==> config.mk <==
export PLATFORM = sky130hd
export DESIGN_NAME = haptic_loop_control_regs
export DESIGN_NICKNAME = d
export VERILOG_FILES = /design/src/verilog/loop_ctrl_pkg.sv /design/src/verilog/haptic_loop_control_regs.sv
export SDC_FILE = /design/constraint.sdc
export NUM_CORES = 1
export LEC_CHECK = 0
export ABC_AREA = 1
export BUFFER_PORTS_ARGS = -buffer_cell sky130_fd_sc_hd__buf_2
export CAP_MARGIN = 20
export CORE_ASPECT_RATIO = 1.75
export CORE_MARGIN = 5
export CORE_UTILIZATION = 53
export DETAILED_ROUTE_END_ITERATION = 8
export PLACE_DENSITY_LB_ADDON = 0.08
export SLEW_MARGIN = 20
export SYNTH_ARGS = -nofsm -noshare
export SYNTH_HDL_FRONTEND = slang
export SYNTH_SLANG_ARGS = --single-unit
==> constraint.sdc <==
create_clock -name aclk -period 2.5 [get_ports aclk]
set_input_delay 0.625 -clock aclk [delete_from_list [all_inputs] [get_ports aclk]]
set_output_delay 0.625 -clock aclk [all_outputs]
set_load 0.02 [all_outputs]
==> src/verilog/loop_ctrl_pkg.sv <==
package loop_ctrl_pkg;

  localparam int AXI_ADDR_W = 8;

  // Printed offsets are word indices; byte address is index times four
  localparam logic [7:0] CTRL1_INDEX = 8'h1b;
  localparam logic [7:0] CTRL2_INDEX = 8'h1c;
  localparam logic [7:0] CTRL1_RESET = 8'h93;
  localparam logic [7:0] CTRL2_RESET = 8'hf5;
  // Reserved bit 6 of the first register is not stored
  localparam logic [7:0] CTRL1_WMASK = 8'hbf;

  localparam int BOOST_BIT = 7;
  localparam int CM_BIT = 5;
  localparam int DT_LSB = 0;
  localparam int DT_W = 5;
  localparam int INPUT_MODE_BIT = 7;
  localparam int BRAKE_STAB_BIT = 6;
  localparam int SAMPLE_LSB = 4;
  localparam int BLANK_LSB = 2;
  localparam int DECAY_LSB = 0;

  // Drive times counted in 0.1 ms units
  localparam logic [6:0] LRA_BASE_UNITS = 7'h05;
  localparam logic [6:0] ERM_BASE_UNITS = 7'h0a;
  localparam logic [6:0] UNITS_MIN = 7'h01;
  localparam logic [6:0] UNITS_MAX = 7'h7f;
  localparam int CLK_PERIOD_NS = 8;
  localparam int DRIVE_UNIT_NS = 100000;
  localparam int DRIVE_UNIT_CYCLES = DRIVE_UNIT_NS / CLK_PERIOD_NS;
  localparam int CYCLES_PER_US = 1000 / CLK_PERIOD_NS;
  localparam int SAMPLE_BASE_US = 150;
  localparam int SAMPLE_STEP_US = 50;

  localparam logic [1:0] RESP_OKAY = 2'h0;
  localparam logic [1:0] RESP_SLVERR = 2'h2;

  typedef enum logic [1:0] {GAIN_NORMAL, GAIN_BOOST, GAIN_REDUCED} gain_e;
  typedef enum logic [1:0] {SEL_NONE, SEL_CTRL1, SEL_CTRL2} reg_sel_e;

  typedef struct packed {
    logic [AXI_ADDR_W-1:0] awaddr;
    logic awvalid;
    logic [31:0] wdata;
    logic [3:0] wstrb;
    logic wvalid;
    logic bready;
    logic [AXI_ADDR_W-1:0] araddr;
    logic arvalid;
    logic rready;
  } axi_req_s;

  typedef struct packed {
    logic awready;
    logic wready;
    logic bvalid;
    logic [1:0] bresp;
    logic arready;
    logic rvalid;
    logic [31:0] rdata;
    logic [1:0] rresp;
  } axi_rsp_s;

  function automatic reg_sel_e reg_select(logic [AXI_ADDR_W-1:0] addr);
    if (addr[AXI_ADDR_W-1:2] == CTRL1_INDEX[AXI_ADDR_W-3:0]) begin
      return SEL_CTRL1;
    end
    if (addr[AXI_ADDR_W-1:2] == CTRL2_INDEX[AXI_ADDR_W-3:0]) begin
      return SEL_CTRL2;
    end
    return SEL_NONE;
  endfunction : reg_select

  function automatic logic [6:0] seed_units(logic lra, logic [4:0] code);
    if (lra) begin
      return 7'(code) + LRA_BASE_UNITS;
    end
    return {1'b0, code, 1'b0} + ERM_BASE_UNITS;
  endfunction : seed_units

  function automatic logic [15:0] sample_cycles(logic [1:0] code);
    return 16'((SAMPLE_BASE_US + SAMPLE_STEP_US * int'(code)) * CYCLES_PER_US);
  endfunction : sample_cycles

endpackage : loop_ctrl_pkg

==> src/verilog/haptic_loop_control_regs.sv <==
// How it works
// - Boost bit set raises loop gain while the actuator is overdriven.
// - Common-mode bit drives 0.9 V on input pin, analog mode only.
// - LRA mode: drive-time code only seeds; tracking then trims continuously.
// - LRA initial drive time is code times 0.1 ms plus 0.5 ms.
// - ERM back-EMF sample period is code times 0.2 ms plus 1 ms.
// - Second register bit 7 picks unidirectional (0) or bidirectional (1).
// - Unidirectional: feedback decides braking; full range positive, extra bit.
// - Unidirectional output scales linearly from zero to full scale.
// - Bidirectional open loop: below half brakes, half is zero, above drives.
// - Brake_gain_reduction bit lowers loop gain as braking nears completion.
// - Sample time code 0..3 selects 150, 200, 250 or 300 us.
//
// Local design decision: the AXI4-Lite interface to the registers.
`timescale 1ns/1ps
module haptic_loop_control_regs
  import loop_ctrl_pkg::*;
#(
  parameter int UNIT_CYCLES = DRIVE_UNIT_CYCLES
) (
  // Clock and reset
  input wire logic aclk,
  input wire logic aresetn,
  // Register bus
  input wire axi_req_s axi_req,
  output axi_rsp_s axi_rsp,
  // Loop status from the drive engine
  input wire logic lra_mode,
  input wire logic analog_input_mode,
  input wire logic closed_loop,
  input wire logic playback_start,
  input wire logic tune_up,
  input wire logic tune_down,
  input wire logic overdrive_active,
  input wire logic braking_active,
  input wire logic brake_near_done,
  input wire logic brake_request,
  input wire logic [7:0] amp_in,
  // Loop controls
  output gain_e loop_gain,
  output logic input_common_mode_enable,
  output logic input_sign_interpretation,
  output logic [6:0] drive_units,
  output logic drive_edge,
  output logic [8:0] drive_level,
  output logic brake_out,
  output logic [15:0] sample_window,
  output logic [1:0] blanking_code,
  output logic [1:0] current_decay_period
);

  typedef struct packed {
    logic [7:0] ctrl1;
    logic [7:0] ctrl2;
    logic awready;
    logic wready;
    logic aw_have;
    logic w_have;
    logic [AXI_ADDR_W-1:0] awaddr;
    logic [7:0] wbyte;
    logic wlane0;
    logic bvalid;
    logic [1:0] bresp;
    logic arready;
    logic rvalid;
    logic [7:0] rbyte;
    logic [1:0] rresp;
    logic [6:0] units;
    logic [15:0] tick_cnt;
    logic [6:0] unit_cnt;
    logic edge_p;
    gain_e gain;
    logic cm_en;
    logic [8:0] level;
    logic brake;
    logic [15:0] window;
    logic live;
  } state_s;

  state_s s_q;
  state_s s_d;
  logic wr_fire;
  reg_sel_e wr_sel;
  reg_sel_e rd_sel;
  logic [7:0] amp;

  assign wr_fire = s_q.aw_have & s_q.w_have & ~s_q.bvalid;
  assign wr_sel = reg_select(s_q.awaddr);
  assign rd_sel = reg_select(axi_req.araddr);
  assign amp = amp_in;

  always_comb begin
    logic seed;
    seed = 1'b0;
    s_d = s_q;
    s_d.edge_p = 1'b0;
    s_d.live = 1'b1;

    // Write channels taken in either order, response after both
    if (s_q.bvalid && axi_req.bready) begin
      s_d.bvalid = 1'b0;
    end
    if (axi_req.awvalid && s_q.awready) begin
      s_d.aw_have = 1'b1;
      s_d.awaddr = axi_req.awaddr;
    end
    if (axi_req.wvalid && s_q.wready) begin
      s_d.w_have = 1'b1;
      s_d.wbyte = axi_req.wdata[7:0];
      s_d.wlane0 = axi_req.wstrb[0];
    end
    if (wr_fire) begin
      s_d.aw_have = 1'b0;
      s_d.w_have = 1'b0;
      s_d.bvalid = 1'b1;
      s_d.bresp = RESP_OKAY;
      unique case (wr_sel)
        SEL_CTRL1: begin
          if (s_q.wlane0) begin
            s_d.ctrl1 = s_q.wbyte & CTRL1_WMASK;
            seed = 1'b1;
          end
        end
        SEL_CTRL2: begin
          if (s_q.wlane0) begin
            s_d.ctrl2 = s_q.wbyte;
          end
        end
        SEL_NONE: begin
          s_d.bresp = RESP_SLVERR;
        end
      endcase
    end
    s_d.awready = ~s_d.aw_have & ~s_d.bvalid;
    s_d.wready = ~s_d.w_have & ~s_d.bvalid;

    // Read channel
    if (s_q.rvalid && axi_req.rready) begin
      s_d.rvalid = 1'b0;
    end
    if (axi_req.arvalid && s_q.arready) begin
      s_d.rvalid = 1'b1;
      s_d.rresp = RESP_OKAY;
      unique case (rd_sel)
        SEL_CTRL1: s_d.rbyte = s_q.ctrl1;
        SEL_CTRL2: s_d.rbyte = s_q.ctrl2;
        SEL_NONE: begin
          s_d.rbyte = 8'h00;
          s_d.rresp = RESP_SLVERR;
        end
      endcase
    end
    s_d.arready = ~s_d.rvalid;

    // ERM period follows the code; LRA code only seeds the tracker
    if (!lra_mode || seed || playback_start) begin
      s_d.units = seed_units(lra_mode, s_d.ctrl1[DT_LSB +: DT_W]);
    end else if (tune_up && s_q.units != UNITS_MAX) begin
      s_d.units = s_q.units + 7'h01;
    end else if (tune_down && s_q.units != UNITS_MIN) begin
      s_d.units = s_q.units - 7'h01;
    end

    // Half-period timer in 0.1 ms units
    if (seed || playback_start) begin
      s_d.tick_cnt = 16'h0000;
      s_d.unit_cnt = 7'h00;
    end else if (s_q.tick_cnt == 16'(UNIT_CYCLES - 1)) begin
      s_d.tick_cnt = 16'h0000;
      if (s_q.unit_cnt + 7'h01 >= s_q.units) begin
        s_d.unit_cnt = 7'h00;
        s_d.edge_p = 1'b1;
      end else begin
        s_d.unit_cnt = s_q.unit_cnt + 7'h01;
      end
    end else begin
      s_d.tick_cnt = s_q.tick_cnt + 16'h0001;
    end

    // Boost wins: overdrive and braking never overlap in practice
    if (overdrive_active && s_q.ctrl1[BOOST_BIT]) begin
      s_d.gain = GAIN_BOOST;
    end else if (braking_active && brake_near_done &&
                 s_q.ctrl2[BRAKE_STAB_BIT]) begin
      s_d.gain = GAIN_REDUCED;
    end else begin
      s_d.gain = GAIN_NORMAL;
    end

    // Gated so a stray setting cannot bias a digital input
    s_d.cm_en = s_q.ctrl1[CM_BIT] & analog_input_mode;

    // Input interpretation
    if (!s_q.ctrl2[INPUT_MODE_BIT]) begin
      s_d.level = {1'b0, amp};
      s_d.brake = brake_request;
    end else if (!closed_loop) begin
      s_d.level = {~amp[7], amp[6:0], 1'b0};
      s_d.brake = ~amp[7];
    end else begin
      s_d.level = amp[7] ? {1'b0, amp[6:0], 1'b0} : 9'h000;
      s_d.brake = brake_request;
    end

    s_d.window = sample_cycles(s_q.ctrl2[SAMPLE_LSB +: 2]);
  end

  always_ff @(posedge aclk) begin
    if (!aresetn) begin
      s_q <= '0;
      s_q.ctrl1 <= CTRL1_RESET;
      s_q.ctrl2 <= CTRL2_RESET;
      s_q.units <= LRA_BASE_UNITS;
      s_q.gain <= GAIN_NORMAL;
    end else begin
      s_q <= s_d;
    end
  end

  assign axi_rsp.awready = s_q.awready;
  assign axi_rsp.wready = s_q.wready;
  assign axi_rsp.bvalid = s_q.bvalid;
  assign axi_rsp.bresp = s_q.bresp;
  assign axi_rsp.arready = s_q.arready;
  assign axi_rsp.rvalid = s_q.rvalid;
  assign axi_rsp.rdata = {24'h000000, s_q.rbyte};
  assign axi_rsp.rresp = s_q.rresp;
  assign loop_gain = s_q.gain;
  assign input_common_mode_enable = s_q.cm_en;
  assign input_sign_interpretation = s_q.ctrl2[INPUT_MODE_BIT];
  assign drive_units = s_q.units;
  assign drive_edge = s_q.edge_p;
  assign drive_level = s_q.level;
  assign brake_out = s_q.brake;
  assign sample_window = s_q.window;
  assign blanking_code = s_q.ctrl2[BLANK_LSB +: 2];
  assign current_decay_period = s_q.ctrl2[DECAY_LSB +: 2];
endmodule : haptic_loop_control_regs

# After elaboration in Yosys (flattened, before gate mapping)
# Index checks and enable logic that the tools add are counted.
# classes
addsub	7
n_mul	2
order_cmp	1
eq_ne	11
n_mux	46
n_bitwise	13
n_reduce_logical	24
# ops
op	count
7-bit 2-to-1 mux	6
6-bit by 5-bit equality test with 1-bit output (second input constant)	4
2-bit 2-to-1 mux	12
8-bit 2-to-1 mux	3
8-bit one-hot mux with 3 select lines	1
1-bit 2-to-1 mux	17
16-bit by 1-bit adder with 16-bit output (second input constant)	1
16-bit by 14-bit equality test with 1-bit output (second input constant)	1
9-bit by 7-bit multiplier with 16-bit output (second input constant)	1
7-bit by 1-bit adder with 7-bit output (second input constant)	2
13-bit 2-to-1 mux	1
11-bit 2-to-1 mux	1
1-bit logical AND	10
10-bit 2-to-1 mux	1
5-bit 2-to-1 mux	2
8-bit by 8-bit adder with 9-bit output (first input constant)	1
9-bit 2-to-1 mux	1
1-bit NOT	8
6-bit by 4-bit adder with 7-bit output (second input constant)	1
7-bit greater-or-equal comparator	1
5-bit by 2-bit multiplier with 7-bit output (first input constant)	1
7-bit by 1-bit inequality test with 1-bit output (second input constant)	1
7-bit inequality test (second input constant)	1
7-bit by 1-bit subtractor with 7-bit output (second input constant)	1
13 further kinds	25
# totals
register_bits	111
in_bits	77
output_inout_bits	83

# Longest topological paths before layout
# logic_depth
ltp_word	13
ltp_mapped	16
mapped_depth_nobuf	16

# Worst setup path before layout
# OpenSTA, ideal clock, no wires.
# synth_path
path_type	register to register
startpoint	register s_q[31] (netlist name)
endpoint	register s_q[31] (netlist name)
setup_time_ns	0.074
arrival_time_ns	2.150
required_ns	2.426
slack_ns	0.276
stages_incl_launch_ff	12
path_buffers	0
synth_period_minus_slack_ns	2.224
path_cell_list	dfxtp_1 -> ha_1 -> nand3_1 -> nand3b_1 -> xor2_1 -> inv_1 -> ha_1 -> a21oi_1 -> o21ai_0 -> a211oi_1 -> nand2_1 -> o21ai_0
# synth_via
elab_chain_cells	3
# synth_lines
element	line	source
from (decl)	haptic_loop_control_regs.sv:80	state_s s_q;
7-bit by 1-bit adder with 7-bit output *	haptic_loop_control_regs.sv:170, haptic_loop_control_regs.sv:174	
7-bit greater-or-equal comparator	haptic_loop_control_regs.sv:170	if (s_q.unit_cnt + 7'h01 >= s_q.units) begin
7-bit 2-to-1 mux *	haptic_loop_control_regs.sv:170	
# Every way passes the cells marked *; elsewhere a longest branch is shown, timed or not.
# A chain may end at the register's enable or synchronous reset.

# Final worst setup path
# layout_path
startpoint	register s_q[32] (netlist name)
endpoint	register s_q[35] (netlist name)
# The elaborated chain is that of the path after synthesis.

==> metrics <==
Post-synth EDFFs=0; Combinational Power Share=10.8%; Register Area=2090 um2; H-tree depth=3; asr flop ratio synth=0%; routed vias/inst=4.99; sequential share of power=47.7%; Hold EP=input_common_mode_enable; input/output buffers=101; largest area contributor in the netlist=dfxtp_1; minimum clock period=2.30 ns; Final Hold Fails=0; Clock Sinks=104; proportion of synthesized area in mux cells=0%; Final period util=91.8%; predominant post-synthesis flop cell=dfxtp_1; met1 WL=4560 um; DR iter-0 viols=227; Pre-Repair DR Iteration Count=4; worst r2r src=s_q[32]; Post-Synth Adder-Cell Area=5.83%; clock share of power=41.5%; Max FO, Critical Path=5; r2r endpoint=s_q[35]; post-synth design cell area=5580 um2; Pins Over Slew Limit=0; commonest non-fill, non-tap cells in the layout=nand2_1 (130), buf_2 (101), dfxtp_1 (100); top cells by area, synth=dfxtp_1 (37%), buf_4 (11%), nand2_1 (8.7%); largest net degree at the start of global routing=60; die area=12800 um2; Synth Area per Inst=7.53 um2; Placement Rows=49; number of global-route vias before repair=4571; worst skew pair latency=0.34 ns; Syn-to-layout area delta=9.51%; Static Leakage=3.03 nW; die height=146 um; Critical Path End Type=register; R2R setup slack=0.20 ns; GRT Residual Overflow=0; Sw Ratio=25.8%; core area=10300 um2; Synth Area in Compound Gates=12.4%; sequential-to-total area share from yosys stat=37.3%; Worst R2R Path Depth=12; final WL=12600 um; Hold WC Path Type=register to register; net switching power figure=951 uW; diode count=0; die width=87.6 um; DRT antenna net count=0; fin cells=928; total negative setup slack=0 ns; kind of critical path=register to register; Worst Setup Start Kind=register; Placer Congestion=0.861; DR WL/cell=13.6 um; hold depth=2; RSZ-0062 raised after global routing=no; Internal=2.74 mW; Syn Inst Count=741; worst-margin pin slew=0.638 ns; clock slew at reported path FFs=0.07 ns; Final HPWL DP=9910 um; hold wc startpoint=s_q[110]; WHS=0.437 ns; Simple-Gate Fraction of Synth Area=24.5%; FILL cells=981; first-pass GRT wire length=20400 um; warning count from the yosys run=0; Req. time, crit path=2.77 ns; TritonCTS clock tree=built; hold buffer count at cts=0; Inst Count DP=911; Layout Skew=0.00820 ns; share of the synthesized area in the top cell type=37.3%; Seq cells post-synth=104; Post-Synth XOR/XNOR Area=2.49%; Clock Tree Root=clkbuf_16; main combinational cell family by area after synthesis=simple AND/OR/NAND/NOR gates; max cap viols=0; met2 WL=7310 um; Total GRT Usage=19.9%; Arr. time, crit path=2.57 ns; highest routed layer=met4; status=complete, no violations; endpoints failing setup=0; number of top-level pins=160; most common cell after layout, fill and taps aside=nand2_1; achievable frequency=0.436 GHz; share of cells above drive strength 1=22.0%; Nets=899; Num CTS Buffers=9; Via Count=4629; clk buf depth=2; Slew headroom=57.1%; initial antenna violation count=0; synth unique cells=41; area of the multi-input gates=2640 um2; pwr dens=603 nW/um2; met3 WL post-DR=549 um; DRC Markers=0; Initial Utilization=54.2%; maximum VDD drop=0.383 mV
## final cells by class
class,count,share of cell area [%]
multi-input cells,485,43.2
clock buffers,9,3.69
clock inverters,7,1.68
flip-flops and latches,104,34.2
repair buffers,110,9.38
inverters,86,5.28
well taps,127,2.60
## flip-flops by register name, summed over array words and instances, names as in the netlist
| register | count |
|---|---|
| axi_rsp | 15 |
| brake_out | 1 |
| sample_window | 13 |
| input_common_mode_enable | 1 |
| input_sign_interpretation | 1 |
| current_decay_period | 2 |
| blanking_code | 2 |
| drive_units | 7 |
| loop_gain | 2 |
| s_q | 50 |
| drive_edge | 1 |
| drive_level | 9 |
## how the worst max path moves through the flow
stage / cells after the start / startpoint / slack, ns / to
3_5_place_dp: 12 / s_q[101] / 0.15 / sample_window[11]
6_report: 12 / s_q[32] / 0.20 / s_q[35]
2_1_floorplan: 11 / s_q[31] / 0.28 / s_q[31]
3_3_place_gp: 12 / s_q[101] / 0.21 / sample_window[11]
5_1_grt: 12 / s_q[32] / 0.002 / s_q[35]
4_1_cts: 12 / s_q[101] / 0.14 / sample_window[11]
## per-stage QoR
stage / utilization (%) / power, mW / instance area [um2] / worst slack, ns
2_1_floorplan: - / 2.14 / 5680 / 0.276
3_3_place_gp: 55.9 / 2.19 / 5760 / 0.214
3_5_place_dp: 55.9 / 2.19 / 5760 / 0.145
4_1_cts: 59.1 / 3.73 / 6080 / 0.137
5_1_grt: 59.3 / 3.85 / 6110 / 0.00161
6_report: 59.3 / 3.69 / 6110 / 0.205
## synthesized netlist by cell type, types with 3 or more instances
| library cell | n |
|---|---|
| xor2_1 | 11 |
| inv_1 | 80 |
| nand2_1 | 130 |
| inv_2 | 5 |
| buf_4 | 80 |
| nor2_2 | 8 |
| dfxtp_1 | 104 |
| xnor2_1 | 3 |
| nor3b_1 | 3 |
| o211ai_1 | 10 |
| a21oi_1 | 48 |
| nor2_1 | 57 |
| o21ai_0 | 55 |
| nand4_1 | 13 |
| nand2_2 | 10 |
| nor2_4 | 8 |
| nor3_1 | 11 |
| o21a_1 | 3 |
| nand3b_1 | 4 |
| ha_1 | 26 |
| clkbuf_1 | 11 |
| nand3_1 | 36 |
## power by group through the flow
| stage | registers [mW] | clock network, mW | logic (mW) |
|---|---|---|---|
| CTS | 1.76 | 1.57 | 0.399 |
| floorplan | 1.79 | 0 | 0.351 |
| detailed placement | 1.80 | 0 | 0.398 |
| global placement | 1.79 | 0 | 0.392 |
| global route | 1.76 | 1.65 | 0.444 |
| finish | 1.76 | 1.53 | 0.398 |
## cell families after synthesis
family,Yosys count
AO/OA/AOI/OAI,127
XOR/XNOR,15
adder cells (fa/ha/maj),26
buffers and inverters,178
flip-flops,104
other,1
AND/OR/NAND/NOR,290
## routing by layer
metal | GRT usage [%] | vias up
li1 | - | 2409
met1 | 19.5 | 2108
met2 | 39.0 | 100
met4 | 6.91 | 0
met5 | 0 | -
met3 | 4.19 | 12
## worst max-delay path, stage by stage (launching register included)
cell and delay [ns]:
dfxtp_2 0.35, ha_2 0.19, nand3_1 0.10, nand3b_1 0.19
xor2_1 0.17, inv_1 0.11, ha_4 0.21, a21oi_1 0.13
o21ai_0 0.10, a211oi_1 0.23, buf_4 0.17, nand2_1 0.11
o21ai_1 0.16
## repair_timing
action | CTS | global route
setup endpoints to repair | 0 | 6
buffers inserted | 0 | 1
resized for setup | 0 | 12
Note: power is estimated with default switching activity, not from simulation.
